<file path="config.mk">
export PLATFORM = sky130hd
export DESIGN_NAME = acf_action_filter
export DESIGN_NICKNAME = d
export VERILOG_FILES = /design/src/hw/acf_pkg.sv /design/src/hw/acf_msg_if.sv /design/src/hw/acf_action_filter.sv /design/src/hw/acf_matcher.sv /design/src/hw/acf_router.sv
export SDC_FILE = /design/constraint.sdc
export NUM_CORES = 1
export LEC_CHECK = 0
export BUFFER_PORTS_ARGS = -buffer_cell sky130_fd_sc_hd__buf_2
export CAP_MARGIN = 0
export CORE_MARGIN = 4
export CORE_UTILIZATION = 55
export CTS_BUF_LIST = sky130_fd_sc_hd__clkbuf_4
export DETAILED_ROUTE_END_ITERATION = 7
export PLACE_DENSITY = 0.88
export SETUP_SLACK_MARGIN = 0.3
export SYNTH_ARGS = -nofsm -noshare
export SYNTH_HDL_FRONTEND = slang
export SYNTH_SLANG_ARGS = --single-unit
</file>
<file path="constraint.sdc">
create_clock -name mclk -period 2.2 [get_ports mclk]
set_input_delay 0.11 -clock mclk [delete_from_list [all_inputs] [get_ports mclk]]
set_output_delay 0.11 -clock mclk [all_outputs]
set_load 0.02 [all_outputs]
</file>
<file path="src/hw/acf_pkg.sv">
// Constants shared by the action command filter: register map, fields, bus codes.
// Assumes a 32-bit AHB-Lite register bus and a single mclk domain.
package acf_pkg;

	// ****************************************
	// Widths
	// ****************************************
	localparam int unsigned DATA_W = 32;
	localparam int unsigned ADDR_W = 8;
	localparam int unsigned CNT_W  = 32;

	// ****************************************
	// Register byte offsets
	// ****************************************
	localparam logic [ADDR_W-1:0] ADDR_AUTH_KEY   = 8'h00;
	localparam logic [ADDR_W-1:0] ADDR_GROUP_ID   = 8'h04;
	localparam logic [ADDR_W-1:0] ADDR_SUB_FILTER = 8'h08;
	localparam logic [ADDR_W-1:0] ADDR_SLOT_SEL   = 8'h0c;
	localparam logic [ADDR_W-1:0] ADDR_TRIG_CTRL  = 8'h10;
	localparam logic [ADDR_W-1:0] ADDR_STATUS     = 8'h14;
	localparam logic [ADDR_W-1:0] ADDR_ACC_CNT    = 8'h18;
	localparam logic [ADDR_W-1:0] ADDR_REJ_CNT    = 8'h1c;

	// ****************************************
	// Reset values and fixed compare and count constants
	// ****************************************
	localparam logic [DATA_W-1:0] RST_AUTH_KEY   = 32'h0000_0000;
	localparam logic [DATA_W-1:0] RST_GROUP_ID   = 32'h0000_0000;
	localparam logic [DATA_W-1:0] RST_SUB_FILTER = 32'h0000_0000;
	localparam logic [DATA_W-1:0] RST_SLOT_SEL   = 32'h0000_0001;
	localparam logic [DATA_W-1:0] ACTION_SLOT    = 32'h0000_0001;
	localparam logic [DATA_W-1:0] ZERO_WORD      = 32'h0000_0000;
	localparam logic [CNT_W-1:0]  CNT_ONE        = 32'h0000_0001;

	// ****************************************
	// Trigger control fields
	// ****************************************
	localparam int unsigned TC_KIND_LO  = 0;
	localparam int unsigned TC_KIND_HI  = 1;
	localparam int unsigned TC_TRIG_SRC = 2;
	localparam int unsigned TC_CLR_SRC  = 3;
	localparam logic [3:0]  RST_TRIG_CTRL = 4'h0;

	typedef enum logic [1:0] {
		ACF_KIND_FRAME   = 2'b00,
		ACF_KIND_CAPTURE = 2'b01,
		ACF_KIND_ROW     = 2'b10
	} acf_trig_kind_t;

	// Status: which checks the last message passed
	localparam int unsigned ST_KEY_OK   = 0;
	localparam int unsigned ST_GROUP_OK = 1;
	localparam int unsigned ST_MASK_OK  = 2;

	// ****************************************
	// AHB-Lite codes
	// ****************************************
	localparam logic [1:0] HTRANS_NONSEQ = 2'h2;
	localparam logic       HRESP_OKAY    = 1'h0;

endpackage : acf_pkg

</file>
<file path="src/hw/acf_msg_if.sv">
// Interface carrying one received action message and the filter verdict.
// Assumes the message fields are valid for the single cycle msgValid is high.
`timescale 1ns/1ps
`default_nettype none
interface acf_msg_if;
	logic        msgValid;
	logic [31:0] deviceKey;
	logic [31:0] groupKey;
	logic [31:0] groupMask;
	logic        hit;
	logic        miss;
	logic [2:0]  checks;

	modport source (output msgValid, deviceKey, groupKey, groupMask, input hit, miss, checks);
	modport matcher (input msgValid, deviceKey, groupKey, groupMask, output hit, miss, checks);
endinterface : acf_msg_if
`default_nettype wire

</file>
<file path="src/hw/acf_action_filter.sv">
// Top of the action command filter: AHB-Lite registers, matcher and router.
// Assumes messages arrive from a same-clock parser as one-cycle msgValid strobes,
// and a single AHB-Lite master issuing whole-word single transfers.
`timescale 1ns/1ps
`default_nettype none
module acf_action_filter (
	input  wire logic        mclk,
	input  wire logic        rst_n,
	input  wire logic        hsel,
	input  wire logic [31:0] haddr,
	input  wire logic [1:0]  htrans,
	input  wire logic        hwrite,
	input  wire logic [2:0]  hsize,
	input  wire logic [31:0] hwdata,
	input  wire logic        hready,
	output logic             hreadyout,
	output logic             hresp,
	output logic [31:0]      hrdata,
	input  wire logic        msgValid,
	input  wire logic [31:0] msgDeviceKey,
	input  wire logic [31:0] msgGroupKey,
	input  wire logic [31:0] msgGroupMask,
	output logic             actionPulse,
	output logic             frameBeginTrigger,
	output logic             captureBeginTrigger,
	output logic             rowBeginTrigger,
	output logic             counterClear
);
	// ****************************************
	// Declarations
	// ****************************************
	logic [31:0]                     authKey_r;
	logic [31:0]                     groupId_r;
	logic [31:0]                     subFilter_r;
	logic [31:0]                     slotSel_r;
	logic [3:0]                      trigCtrl_r;
	logic [acf_pkg::CNT_W-1:0]       accCnt_r;
	logic [acf_pkg::CNT_W-1:0]       rejCnt_r;
	logic                            wrPend_r;
	logic [acf_pkg::ADDR_W-1:0]      wrAddr_r;
	logic                            hreadyout_r;
	logic                            hresp_r;
	logic [31:0]                     hrdata_r;
	logic [31:0]                     rdMux;
	logic                            addrPhase;
	logic [acf_pkg::ADDR_W-1:0]      regAddr;
	logic                            regWr;
	acf_pkg::acf_trig_kind_t         trigKind;
	acf_msg_if                       msgBus ();

	// ****************************************
	// AHB-Lite slave
	// ****************************************
	// Zero wait states: read data is fetched in the address phase so that it
	// stands in the data phase without stalling the bus.
	assign addrPhase = hsel && hready && htrans[1];
	assign regAddr   = haddr[acf_pkg::ADDR_W-1:0];
	assign regWr     = wrPend_r;

	always_ff @(posedge mclk or negedge rst_n) begin
		if (!rst_n) begin
			wrPend_r <= 1'b0;
			wrAddr_r <= '0;
		end else begin
			if (hready) begin
				wrPend_r <= addrPhase && hwrite;
				wrAddr_r <= regAddr;
			end
		end
	end

	always_ff @(posedge mclk or negedge rst_n) begin
		if (!rst_n) begin
			hreadyout_r <= 1'b0;
			hresp_r     <= acf_pkg::HRESP_OKAY;
		end else begin
			hreadyout_r <= 1'b1;
			hresp_r     <= acf_pkg::HRESP_OKAY;
		end
	end

	always_comb begin
		case (regAddr)
			acf_pkg::ADDR_AUTH_KEY: begin
				rdMux = acf_pkg::ZERO_WORD;
			end
			acf_pkg::ADDR_GROUP_ID: begin
				rdMux = groupId_r;
			end
			acf_pkg::ADDR_SUB_FILTER: begin
				rdMux = subFilter_r;
			end
			acf_pkg::ADDR_SLOT_SEL: begin
				rdMux = slotSel_r;
			end
			acf_pkg::ADDR_TRIG_CTRL: begin
				rdMux = {28'h0000000, trigCtrl_r};
			end
			acf_pkg::ADDR_STATUS: begin
				rdMux = {29'h0000000, msgBus.checks};
			end
			acf_pkg::ADDR_ACC_CNT: begin
				rdMux = accCnt_r;
			end
			acf_pkg::ADDR_REJ_CNT: begin
				rdMux = rejCnt_r;
			end
			default: begin
				rdMux = acf_pkg::ZERO_WORD;
			end
		endcase
	end

	always_ff @(posedge mclk or negedge rst_n) begin
		if (!rst_n) begin
			hrdata_r <= acf_pkg::ZERO_WORD;
		end else begin
			if (addrPhase && !hwrite) begin
				hrdata_r <= rdMux;
			end
		end
	end

	// ****************************************
	// Configuration registers
	// ****************************************
	always_ff @(posedge mclk or negedge rst_n) begin
		if (!rst_n) begin
			authKey_r <= acf_pkg::RST_AUTH_KEY;
		end else begin
			if (regWr && wrAddr_r == acf_pkg::ADDR_AUTH_KEY) begin
				authKey_r <= hwdata;
			end
		end
	end

	// A single group register: membership is replaced, never accumulated
	always_ff @(posedge mclk or negedge rst_n) begin
		if (!rst_n) begin
			groupId_r <= acf_pkg::RST_GROUP_ID;
		end else begin
			if (regWr && wrAddr_r == acf_pkg::ADDR_GROUP_ID) begin
				groupId_r <= hwdata;
			end
		end
	end

	always_ff @(posedge mclk or negedge rst_n) begin
		if (!rst_n) begin
			subFilter_r <= acf_pkg::RST_SUB_FILTER;
		end else begin
			if (regWr && wrAddr_r == acf_pkg::ADDR_SUB_FILTER) begin
				subFilter_r <= hwdata;
			end
		end
	end

	// Any value other than the one slot disables execution
	always_ff @(posedge mclk or negedge rst_n) begin
		if (!rst_n) begin
			slotSel_r <= acf_pkg::RST_SLOT_SEL;
		end else begin
			if (regWr && wrAddr_r == acf_pkg::ADDR_SLOT_SEL) begin
				slotSel_r <= hwdata;
			end
		end
	end

	always_ff @(posedge mclk or negedge rst_n) begin
		if (!rst_n) begin
			trigCtrl_r <= acf_pkg::RST_TRIG_CTRL;
		end else begin
			if (regWr && wrAddr_r == acf_pkg::ADDR_TRIG_CTRL) begin
				trigCtrl_r <= hwdata[3:0];
			end
		end
	end

	// ****************************************
	// Message statistics
	// ****************************************
	// Counters wrap; software takes differences
	always_ff @(posedge mclk or negedge rst_n) begin
		if (!rst_n) begin
			accCnt_r <= '0;
			rejCnt_r <= '0;
		end else begin
			if (msgBus.hit) begin
				accCnt_r <= accCnt_r + acf_pkg::CNT_ONE;
			end
			if (msgBus.miss) begin
				rejCnt_r <= rejCnt_r + acf_pkg::CNT_ONE;
			end
		end
	end

	// ****************************************
	// Matching and routing
	// ****************************************
	assign msgBus.msgValid  = msgValid;
	assign msgBus.deviceKey = msgDeviceKey;
	assign msgBus.groupKey  = msgGroupKey;
	assign msgBus.groupMask = msgGroupMask;
	assign trigKind = acf_pkg::acf_trig_kind_t'(trigCtrl_r[acf_pkg::TC_KIND_HI:acf_pkg::TC_KIND_LO]);

	acf_matcher u_matcher (
		.mclk      (mclk),
		.rst_n     (rst_n),
		.authKey   (authKey_r),
		.groupId   (groupId_r),
		.subFilter (subFilter_r),
		.slotSel   (slotSel_r),
		.msg       (msgBus.matcher)
	);

	acf_router u_router (
		.mclk                         (mclk),
		.rst_n                        (rst_n),
		.hit                          (msgBus.hit),
		.triggerKindSelect            (trigKind),
		.triggerFromActionSignal      (trigCtrl_r[acf_pkg::TC_TRIG_SRC]),
		.counterClearFromActionSignal (trigCtrl_r[acf_pkg::TC_CLR_SRC]),
		.actionPulse_r                (actionPulse),
		.frameBeginTrigger_r          (frameBeginTrigger),
		.captureBeginTrigger_r        (captureBeginTrigger),
		.rowBeginTrigger_r            (rowBeginTrigger),
		.counterClear_r               (counterClear)
	);

	assign hreadyout = hreadyout_r;
	assign hresp     = hresp_r;
	assign hrdata    = hrdata_r;
endmodule : acf_action_filter
`default_nettype wire

</file>
<file path="src/hw/acf_matcher.sv">
// Compares a received action message against the stored key, group and filter.
// Assumes configuration registers are stable in the message cycle.
`timescale 1ns/1ps
`default_nettype none
module acf_matcher (
	input  wire logic        mclk,
	input  wire logic        rst_n,
	input  wire logic [31:0] authKey,
	input  wire logic [31:0] groupId,
	input  wire logic [31:0] subFilter,
	input  wire logic [31:0] slotSel,
	acf_msg_if.matcher       msg
);
	logic keyOk;
	logic groupOk;
	logic maskOk;
	logic allOk;

	assign keyOk   = (msg.deviceKey == authKey);
	assign groupOk = (msg.groupKey == groupId);
	// A zero filter has no common bit, so it never matches
	assign maskOk  = |(msg.groupMask & subFilter);
	assign allOk   = keyOk && groupOk && maskOk && (slotSel == acf_pkg::ACTION_SLOT);

	always_ff @(posedge mclk or negedge rst_n) begin
		if (!rst_n) begin
			msg.hit    <= 1'b0;
			msg.miss   <= 1'b0;
			msg.checks <= 3'h0;
		end else begin
			msg.hit  <= msg.msgValid && allOk;
			msg.miss <= msg.msgValid && !allOk;
			if (msg.msgValid) begin
				msg.checks <= {maskOk, groupOk, keyOk};
			end
		end
	end
endmodule : acf_matcher
`default_nettype wire

</file>
<file path="src/hw/acf_router.sv">
// Routes the single action signal to the selected trigger and counter clear.
// Assumes hit is a one-cycle pulse per accepted message.
`timescale 1ns/1ps
`default_nettype none
module acf_router (
	input  wire logic                    mclk,
	input  wire logic                    rst_n,
	input  wire logic                    hit,
	input  wire acf_pkg::acf_trig_kind_t triggerKindSelect,
	input  wire logic                    triggerFromActionSignal,
	input  wire logic                    counterClearFromActionSignal,
	output logic                         actionPulse_r,
	output logic                         frameBeginTrigger_r,
	output logic                         captureBeginTrigger_r,
	output logic                         rowBeginTrigger_r,
	output logic                         counterClear_r
);
	logic trigHit;

	assign trigHit = hit && triggerFromActionSignal;

	always_ff @(posedge mclk or negedge rst_n) begin
		if (!rst_n) begin
			actionPulse_r <= 1'b0;
		end else begin
			actionPulse_r <= hit;
		end
	end

	always_ff @(posedge mclk or negedge rst_n) begin
		if (!rst_n) begin
			frameBeginTrigger_r   <= 1'b0;
			captureBeginTrigger_r <= 1'b0;
			rowBeginTrigger_r     <= 1'b0;
		end else begin
			// Unused kind code drives no trigger
			frameBeginTrigger_r   <= trigHit && (triggerKindSelect == acf_pkg::ACF_KIND_FRAME);
			captureBeginTrigger_r <= trigHit && (triggerKindSelect == acf_pkg::ACF_KIND_CAPTURE);
			rowBeginTrigger_r     <= trigHit && (triggerKindSelect == acf_pkg::ACF_KIND_ROW);
		end
	end

	always_ff @(posedge mclk or negedge rst_n) begin
		if (!rst_n) begin
			counterClear_r <= 1'b0;
		end else begin
			counterClear_r <= hit && counterClearFromActionSignal;
		end
	end
endmodule : acf_router
`default_nettype wire

</file>
After elaboration in Yosys (flattened, before gate mapping)
Index checks and enable logic that the tools add are counted.
{"block": "totals", "register_bits": 248, "output_inout_bits": 39, "elab_cells": 63}
{"block": "classes", "n_addsub": 2, "eq_ne": 16, "mux": 1, "bitwise_logic": 1, "reduce_logical": 24}
{"cell": "$pmux 32 s7", "n": 1}
{"cell": "$add 32x1->32 const B", "n": 2}
{"cell": "$eq 32x32->1", "n": 2}
{"cell": "$eq 8x5->1 const B", "n": 5}
{"cell": "$and 32x32->32", "n": 1}
{"cell": "$eq 32x1->1 const B", "n": 1}
{"cell": "$eq 8x4->1 const B", "n": 4}
{"cell": "$reduce_or 32->1", "n": 1}
{"cell": "$logic_and 1x1->1", "n": 19}
{"cell": "$eq 8x3->1 const B", "n": 2}
{"cell": "$logic_not 8->1", "n": 1}
{"cell": "$eq 2x1->1 const B", "n": 1}
{"cell": "$eq 2x2->1 const B", "n": 1}
{"cell": "$logic_not 1->1", "n": 2}
{"cell": "$logic_not 2->1", "n": 1}

Depth between registers and ports, before layout
Gate-level depths: netlist (run 1).
{"block": "depth", "word_depth": 6, "depth_mapped": 8}

Cells and area by module
Synthesis (run 1) repeated with hierarchy kept, for this count alone.
{"block": "unflattened", "cells_unflattened": 975, "area_unflattened_um2": 11875.1}
{"module": "acf_action_filter", "n_inst": 1, "cells_per_inst": 835, "area_per_inst_um2": 10582.6, "seq_area_each_um2": 5957.0}
{"module": "acf_matcher", "n_inst": 1, "cells_per_inst": 131, "area_per_inst_um2": 1126.1, "seq_area_each_um2": 125.1}
{"module": "acf_router", "n_inst": 1, "cells_per_inst": 9, "area_per_inst_um2": 166.4, "seq_area_each_um2": 125.1}

Worst setup path after synthesis (run 1)
OpenSTA, ideal clock, no wires.
{"block": "synth_path", "path_type": "register to register", "startpoint": "register wrAddr_r[5] in the netlist's numbering", "endpoint": "register groupId_r[10]", "setup_ps": 125, "arrival_time_ps": 1821, "required_ps": 2075, "path_slack_ps": 255, "stages_incl_launch_ff": 7, "path_buffers": 2, "synth_period_minus_slack_ps": 1945, "path_cell_list": "dfrtp_1 -> or4_4 -> nor3_2 -> and3_1 -> clkbuf_2 -> buf_4 -> mux2_2"}
{"block": "synth_via", "elab_chain_len": 2}
{"item": "start, declared", "line_no": "acf_action_filter.sv:40", "text": "logic [acf_pkg::ADDR_W-1:0] wrAddr_r;"}
{"item": "start signal, assigned", "line_no": "acf_action_filter.sv:67", "text": "wrAddr_r <= regAddr;"}
{"item": "$eq 8x3->1", "line_no": "acf_action_filter.sv:142", "text": "if (regWr && wrAddr_r == acf_pkg::ADDR_GROUP_ID) begin"}
{"item": "$logic_and 1x1->1", "line_no": "acf_action_filter.sv:142"}
{"item": "end signal, assigned", "line_no": "acf_action_filter.sv:140", "text": "groupId_r <= acf_pkg::RST_GROUP_ID;"}
{"item": "end signal, assigned", "line_no": "acf_action_filter.sv:143", "text": "groupId_r <= hwdata;"}
{"item": "end, declared", "line_no": "acf_action_filter.sv:33", "text": "logic [31:0] groupId_r;"}
Every way passes these cells.
A chain may end at the register's enable or synchronous reset.

Final worst setup path (run 1)
{"block": "layout_path", "startpoint": "register groupId_r[2]", "endpoint": "register u_matcher.msg.hit"}
{"block": "layout_via", "elab_chain_len": 5}
{"item": "$eq 32x32->1", "line_no": "acf_matcher.sv:20", "text": "assign groupOk = (msg.groupKey == groupId);"}
{"item": "$logic_and 1x1->1 (3 in series)", "line_no": "acf_matcher.sv:23", "text": "assign allOk = keyOk && groupOk && maskOk && (slotSel == acf_pkg::ACTION_SLOT);"}
{"item": "$logic_and 1x1->1", "line_no": "acf_matcher.sv:31", "text": "msg.hit <= msg.msgValid && allOk;"}
{"item": "end signal, assigned", "line_no": "acf_matcher.sv:31"}
{"item": "end, declared", "line_no": "acf_msg_if.sv:15", "text": "modport matcher (input msgValid, deviceKey, groupKey, groupMask, output hit, miss, checks);"}
Every way passes these cells.

==> metrics.txt, run 1 <==
fin crit period 2.330 ns; failing checks negative hold slack, negative setup slack; measured slew at the worst slew-check pin 0.8444 ns; I/O pin count 210; Hold Path Class in -> async; Max Cap Viol 0; Arr. time, crit path 2.95 ns; number of enable flip-flop cells after synthesis 0; register bit count reported by yosys 248; Area Growth Syn to Fin 26.46%; via-per-instance ratio 6.292; clk_lat worst skew 0.71 ns; row count 53; routed wire length 41020 um; Core Area 21150 sq um; antenna violations before repair 2; critical path required time 2.82 ns; outcome finished, violations left; first-pass GRT wire length 57340 um; final core utilization 0.7129; H-tree levels 3; CTS Buf Count 68; Post-Layout Cell Count 1581; CTS tree yes; syn nets 1139; worst slack at placement 0.1275 ns; most common cell after layout, fill and taps aside dfrtp_1; Setup-failing EPs final 2; DR WL/cell 25.95 um; r2r startpoint groupId_r[2]; Remaining Overflow, GRT 0; Final HPWL DP 25040 um; Port Buffers 180; Leakage 7.383 nW; placed insts 1398; Placer Congestion 0.9192; Mean Syn Cell Area 12.34 sq um; P per Cell Area 681.2 nW/um^2; Netlist cell types 50; clock skew 0.04799 ns; yosys warns 0; ANT nets after route 0; drt first-iter violations 1216; Synth Cell Area 11930 sq um; ys flop type dfrtp_1; Final period util 1.059; Rel. slew slack 0.4319; Pre-antenna DRT Iters 5; largest net degree at the start of global routing 76; all-layer global routing usage 0.3105; reg2reg end u_matcher.msg.hit; synthesized instance count 966; unrepaired setup endpoints after global routing true; initial core utilization 0.5637; R2R Setup Slk -0.13 ns; CP startpoint kind register; nets 1437; worst-path fanout max 3; vias 9947; Worst Setup End Kind register; clk sinks 248; vias in the first global route 10050; fmax 429.1 MHz; clk buf depth 3; Peak VDD IR 498.2 uV; sequential area share after synthesis 0.5205; Final Worst Setup Slack -0.1304 ns; smallest hold slack -0.01337 ns; asr flop ratio synth 1.000; DRC viols 0; total die area 24100 sq um; height of the die 155.3 um; fin. max-slew vios 0; most frequent cells in the layout 242 x dfrtp_1, 179 x buf_2, 104 x mux2_4, 96 x clkbuf_4, 90 x xor2_1; Clock Root Buffer clkbuf_4; fraction of layout cells with a size suffix above 1 0.3969; clk slew on worst S/H paths 0.07 ns; CP Class reg -> reg; r2r worst-path depth 5; die width 155.3 um; Final Hold Fails 5
[synth_stat cells (7+ instances only)]
cell | number | area share
dfrtp_1 | 247 | 0.52
mux2_2 | 129 | 0.12
xor2_1 | 90 | 0.066
nand2_1 | 57 | 0.018
nor2_1 | 51 | 0.016
a22oi_1 | 45 | 0.028
mux2_4 | 42 | 0.053
xnor2_1 | 36 | 0.026
o21ai_0 | 35 | 0.015
a221oi_1 | 28 | 0.021
nand4_1 | 27 | 0.014
clkbuf_1 | 26 | 0.0082
nor4_1 | 25 | 0.013
nand3_1 | 20 | 0.0084
and3_1 | 11 | 0.0058
inv_1 | 10 | 0.0031
nor3_1 | 10 | 0.0042
and4_1 | 8 | 0.0059
a21oi_1 | 7 | 0.0029
buf_4 | 7 | 0.0044
[per-layer routing]
layer,track usage,share of wire,vias up
met5,0,0.00049,-
met4,0.1555,0.059,2
met3,0.08317,0.12,199
met2,0.4862,0.47,772
met1,0.4021,0.36,4847
li1,-,-,4127
[final cells by class]
type,count,area [sq um]
Sequential cell,248,6213
Antenna cell,1,2.502
Clock buffer,96,720.7
Tap cell,275,344.1
Inverter,10,37.54
Timing Repair Buffer,276,2001
Fill cell,1304,6073
Clock inverter,15,57.56
Multi-Input combinational cell,660,5704
[worst max-delay path by stage]
stage	startpoint	end	slack, ns
after floorplan	regWr	authKey_r[15]	0.30
after global placement	regWr	slotSel_r[19]	0.22
after detailed placement	rejCnt_r[1]	rejCnt_r[28]	0.13
after CTS	regWr	slotSel_r[30]	0.17
after global routing	groupId_r[2]	u_matcher.msg.hit	-0.11
final	groupId_r[2]	u_matcher.msg.hit	-0.13
[flip-flops by register name (all words and copies together), names as in the netlist, 3 cells and up]
| register | cells |
|---|---|
| rejCnt_r | 32 |
| accCnt_r | 32 |
| authKey_r | 32 |
| slotSel_r | 32 |
| hrdata | 32 |
| wrAddr_r | 8 |
| trigCtrl_r | 4 |
| subFilter_r | 32 |
| u_matcher.msg.checks | 3 |
| groupId_r | 32 |
[critical path: stages, from the launching register on]
cell     delay (ns)
dfrtp_1        0.41
xor2_1         0.25
nor4_1         0.74
nand4_1        0.34
nor3_2         0.27
and4_1         0.25
[metrics by stage]
| step | power [mW] | instance area (sq um) | setup TNS [ns] |
|---|---|---|---|
| 6_report | 10.27 | 15080 | -0.2476 |
| 5_1_grt | 10.60 | 15080 | -0.2015 |
| 4_1_cts | 10.03 | 14610 | 0 |
| 3_5_place_dp | 6.071 | 13210 | 0 |
| 3_3_place_gp | 6.019 | 13210 | 0 |
| 2_1_floorplan | 5.527 | 11950 | 0 |
[where the power goes]
group | internal (mW) | switching (mW) | leakage, nW
logic | 0.568 | 0.602 | 3.65
clock network | 2.00 | 2.04 | 0.470
registers | 4.77 | 0.295 | 3.26
[kinds of logic after synthesis]
kind of cell    count (synthesis)  synth area share
flops                         248            0.5205
simple gates                  230            0.1051
compound gates                121           0.07030
fa+ha+maj                       2          0.002098
other cells                     2         0.0006298
buf+inv                        58           0.02508
mux                           179            0.1837
xor+xnor                      126           0.09254
[what timing repair did]
item                                    CTS  global route
hold buffers                             58             0
buffers inserted                          1             4
resized for setup                         4            79
endpoints found under the hold margin   396             0
endpoints found under the setup margin  139           160
pin swaps                                 1             5
cloned                                    1             7
No activity file was read; power rests on OpenSTA's default activity.
==> run 2: changes to the inputs <==
Settings changed: CORE_ASPECT_RATIO from default to 0.5.
Clock period 2.2 ns to 2.24 ns, I/O delays scaled along.
==> metrics.txt, run 2 (synthesized netlist as in run 1, its figures left out) <==
initial core utilization 0.5699 (+0.006169); antenna violations before repair 3 (+1); Arr. time, crit path 2.67 ns (-0.28 ns); Critical Path Start regWr; all-layer global routing usage 0.3072 (-0.003297); first-pass GRT wire length 57900 um (+0.99%); Leakage 7.295 nW (-1.2%); routed wire length 39210 um (-4.4%); Setup-failing EPs final 0 (-2); Placer Congestion 0.9621 (+4.7%); fin crit period 2.098 ns (-0.2329 ns); DR WL/cell 24.64 um (-5.0%); ANT nets after route 0 (unchanged); clk_lat worst skew 0.71 ns (about the same); critical path required time 2.81 ns (about the same); Area Growth Syn to Fin 24.90%; post-route setup TNS 0 ns (+0.2476 ns); P per Cell Area 654.3 nW/um^2 (-4.0%); most frequent cells in the layout 238 x dfrtp_1, 179 x buf_2, 106 x mux2_2, 90 x xor2_1, 90 x clkbuf_4; clk slew on worst S/H paths 0.09 ns (+0.02 ns); Remaining Overflow, GRT 0 (unchanged); fraction of layout cells with a size suffix above 1 0.3958 (-0.001102); failing checks negative hold slack; reg2reg end groupId_r[16]; clk sinks 248 (unchanged); r2r worst-path depth 6 (+1); combinational cell fraction of total power 0.112 (-0.002); via-per-instance ratio 6.212 (-1.3%); FF/Latch Area 6218 sq um (about the same); clock power share 0.377 (-0.016); Peak VDD IR 417.7 uV (-16%); Core Area 20930 sq um (-1.1%); Final Worst Setup Slack 0.1425 ns (+0.2729 ns); multi-input logic area 5570 sq um (-2.3%); vias 9883 (-0.64%); row count 37 (-30%); Clock Root Buffer clkbuf_4; Setup crit end groupId_r[16]; Rel. slew slack 0.5217 (+0.08981); largest net degree at the start of global routing 82 (+7.9%); Final HPWL DP 26000 um (+3.8%); measured slew at the worst slew-check pin 0.7167 ns (-0.1277 ns); Fillers 1364 (+4.6%); fin. max-slew vios 0 (unchanged); vias in the first global route 10010 (-0.48%); worst slack at placement 0.2163 ns (+0.08879 ns); clk buf depth 3 (unchanged); CP Class reg -> reg; Switch Pwr 2.706 mW (-7.9%); DRC viols 0 (unchanged); switching part of the total 0.2777 (-0.008343); fmax 476.7 MHz (+11%); Final period util 0.9364 (-0.1229); Pre-antenna DRT Iters 5 (unchanged); die width 216.2 um (+39%); clock skew 0.03785 ns (-0.01014 ns); Seq pwr share 0.511 (+0.018); total die area 24240 sq um (+0.59%); Max Cap Viol 0 (unchanged); nets 1430 (-0.49%); outcome finished, violations left; R2R Setup Slk 0.14 ns (+0.27 ns); unrepaired setup endpoints after global routing true; Hold Path Class in -> async; drt first-iter violations 1269 (+4.4%); H-tree levels 2 (-1); Final Hold Fails 17 (+12); smallest hold slack -0.03075 ns (-0.01738 ns); Port Buffers 180 (unchanged); worst-path fanout max 8 (+5); P_int 7.039 mW (-4.0%); most common cell after layout, fill and taps aside dfrtp_1; height of the die 112.1 um (-28%); I/O pin count 210 (unchanged); r2r startpoint regWr; CTS tree yes; Worst Setup End Kind register; CP startpoint kind register; CTS Buf Count 57 (-16%)
## run 2: changes by cell type in the layout (fill, tap and decap cells not counted), moves of 4 or more
cell	change
mux2_4	-38
mux2_2	+37
clkinv_1	-7
dlygate4sd3_1	+7
clkbuf_4	-6
dfrtp_1	-4
dfrtp_2	+4
## run 2: metrics by stage
stage          power [mW]  hold slack, ns  instances  area (sq um)  utilization
3_3_place_gp        5.894          0.1447       1419         13250       0.6333
5_1_grt             10.12       -0.001088       1591         14890       0.7118
4_1_cts             9.597      0.00003786       1582         14640       0.6996
3_5_place_dp        5.951          0.1510       1419         13250       0.6333
2_1_floorplan       5.429         -0.1836        966         11930            -
6_report            9.745        -0.03075       1591         14890       0.7118
## run 2: cell type report
type	instances	share of cell area
multi-input cells	660	0.3740
well taps	292	0.02453
clock inverters	8	0.002100
flip-flops and latches	248	0.4175
inverters	10	0.002520
diodes	3	0.0005040
repair buffers	280	0.1335
clock buffers	90	0.04536
## run 2: worst min path at each step
stage / endpoint / from / slack [ns]
after detailed placement: authKey_r[5] / rst_n / 0.15
after global placement: rejCnt_r[2] / rst_n / 0.14
after global routing: u_matcher.msg.checks[1] / msgGroupKey[1] / -0.001
after floorplan: accCnt_r[0] / rst_n / -0.18
after CTS: groupId_r[5] / rst_n / 0.00004
final: u_matcher.msg.checks[1] / rst_n / -0.03
## run 2: worst max-delay path, stage by stage, from the launching register on
cell and delay (ns):
dfrtp_1 0.33, inv_1 0.06, or4_4 0.58, nor3_4 0.14, and3_4 0.33, clkbuf_16 0.21
mux2_2 0.33
## run 2: power by group through the flow
stage                     Clock, mW  Combinational [mW]  Sequential (mW)
after global routing           3.95                1.17             5.00
after detailed placement          0               0.934             5.02
after global placement            0               0.898             5.00
after CTS                      3.63                1.04             4.93
after floorplan                   0               0.511             4.92
final                          3.67                1.09             4.98
## run 2: timing repair
action	in CTS	in global routing
pin swaps	0	5
cloned	1	3
endpoints found under the setup margin	123	149
setup buffers	0	2
resized for setup	4	44
hold endpoints to repair	395	1
hold buffers	64	1
## run 2: routing by layer
| metal | routed length, um | track usage |
|---|---|---|
| met1 | 15040 | 0.4126 |
| met2 | 18210 | 0.4942 |
| met3 | 4388 | 0.08439 |
| met4 | 1568 | 0.09416 |
| met5 | 0 | 0 |
==> run 3: changes to the inputs <==
Settings changed: SETUP_SLACK_MARGIN 0.3 to 0.02.
==> metrics.txt, run 3 (synthesized netlist as in run 1, its figures left out) <==
fraction of layout cells with a size suffix above 1 0.3797 (-0.01617); fmax 461.5 MHz (-3.2%); Final period util 0.9673 (+0.03087); M2 GR Usage 0.4862 (-0.007995); row count 37 (unchanged); critical path required time 2.85 ns (+0.04 ns); CTS Buf Count 57 (unchanged); FF/Latch Area 6207 sq um (-0.18%); nets 1422 (-0.56%); Arr. time, crit path 2.77 ns (+0.10 ns); via-per-instance ratio 6.075 (-2.2%); DRC viols 0 (unchanged); smallest hold slack -0.007356 ns (+0.02339 ns); Placed Area 13250 sq um (unchanged); antenna violations before repair 1 (-2); clock skew 0.04811 ns (+0.01026 ns); Peak VDD IR 424.1 uV (+1.5%); DR WL/cell 23.89 um (-3.1%); Pre-antenna DRT Iters 6 (+1); H-tree levels 2 (unchanged); setup repair bufs after CTS 0 (unchanged); Critical Path Start groupId_r[6]; CP startpoint kind register; CP Class reg -> reg; Rel. slew slack 0.5387 (+0.01697); I/O pin count 210 (unchanged); Worst Setup End Kind register; r2r startpoint groupId_r[6]; height of the die 112.1 um (unchanged); outcome finished, violations left; routed wire length 37770 um (-3.7%); Core Area 20930 sq um (unchanged); clk buf depth 3 (unchanged); post-route setup TNS 0 ns (unchanged); initial core utilization 0.5699 (unchanged); drt first-iter violations 1040 (-18%); Fillers 1423 (+4.3%); first-pass GRT wire length 57940 um (about the same); most common cell after layout, fill and taps aside dfrtp_1; all-layer global routing usage 0.3081 (+0.0008998); P per Cell Area 662.5 nW/um^2 (+1.3%); vias 9605 (-2.8%); met1 Use GR 0.4104 (-0.002199); most frequent cells in the layout 247 x dfrtp_1, 179 x buf_2, 129 x mux2_2, 90 x xor2_1, 90 x clkbuf_4; ANT nets after route 0 (unchanged); vias in the first global route 10020 (+0.10%); clk sinks 248 (unchanged); largest net degree at the start of global routing 82 (unchanged); Port Buffers 180 (unchanged); failing checks negative hold slack; fin crit period 2.167 ns (+0.06914 ns); Setup-failing EPs final 0 (unchanged); total die area 24240 sq um (unchanged); busiest grt layer met2; clk_lat worst skew 0.71 ns (about the same); multi-input logic area 5433 sq um (-2.5%); measured slew at the worst slew-check pin 0.6920 ns (-0.02469 ns); Final Hold Fails 4 (-13); fin. max-slew vios 0 (unchanged); die width 216.2 um (unchanged); Hold Path Class in -> async; Leakage 7.222 nW (-1.0%); CTS tree yes; Remaining Overflow, GRT 0 (unchanged); clk slew on worst S/H paths 0.08 ns (about the same); Final HPWL DP 26000 um (unchanged); Clock Root Buffer clkbuf_4; GR Layer Usage met3 0.08493 (+0.0005410); Design Area, Final 14600 sq um (-2.0%); Area Growth Syn to Fin 22.42%; worst-path fanout max 3 (-5); Max Cap Viol 0 (unchanged); Placer Congestion 0.9621 (unchanged)
## run 3: area by class of cell
type | instances | share of cell area
multi-input cells | 660 | 0.3721
flip-flops and latches | 248 | 0.4252
clock inverters | 8 | 0.002143
inverters | 10 | 0.002571
clock buffers | 90 | 0.04628
diodes | 1 | 0.0001714
well taps | 292 | 0.02503
repair buffers | 272 | 0.1265
## run 3: final timing paths
kind,endpoint,cells past startpoint,slack [ns]
min in group mclk,wrAddr_r[3],3,0.03
worst max register to register,u_matcher.msg.hit,5,0.07
worst min register to register,hrdata[14],2,0.48
max in group asynchronous,authKey_r[5],3,1.30
worst max-delay path,u_matcher.msg.hit,5,0.07
worst min-delay path,rejCnt_r[3],2,-0.007
## run 3: power by group
part           total, mW  internal, mW  switching [mW]
combinational       1.06         0.530           0.529
clock               3.66          1.80            1.86
sequential          4.95          4.68           0.273
## run 3: through the flow
step	util	power, mW	instances	setup slack, ns
after floorplan	-	5.429	966	0.2947
after global placement	0.6333	5.894	1419	0.2350
after detailed placement	0.6333	5.951	1419	0.2163
after CTS	0.6973	9.594	1580	0.1672
after global routing	0.6977	10.06	1581	-0.01729
final	0.6977	9.671	1581	0.07332
## run 3: routing by layer
layer,routed length (um),vias up,part of all wire
met5,0,-,0
met4,1639,0,0.043
met3,3645,146,0.097
met2,17470,565,0.46
met1,15010,4809,0.40
li1,-,4085,-
## run 3: worst max-delay path, stage by stage, from the launching register on
cell     delay [ns]
dfrtp_1        0.44
xor2_1         0.22
nor4_1         0.58
nand4_1        0.27
nor3_1         0.32
and4_1         0.24
## run 3: what timing repair did
item / CTS / global route
hold endpoints to repair: 395 / 0
gates resized for setup: 0 / 1
endpoints found under the setup margin: 0 / 2
hold buffers: 63 / 0
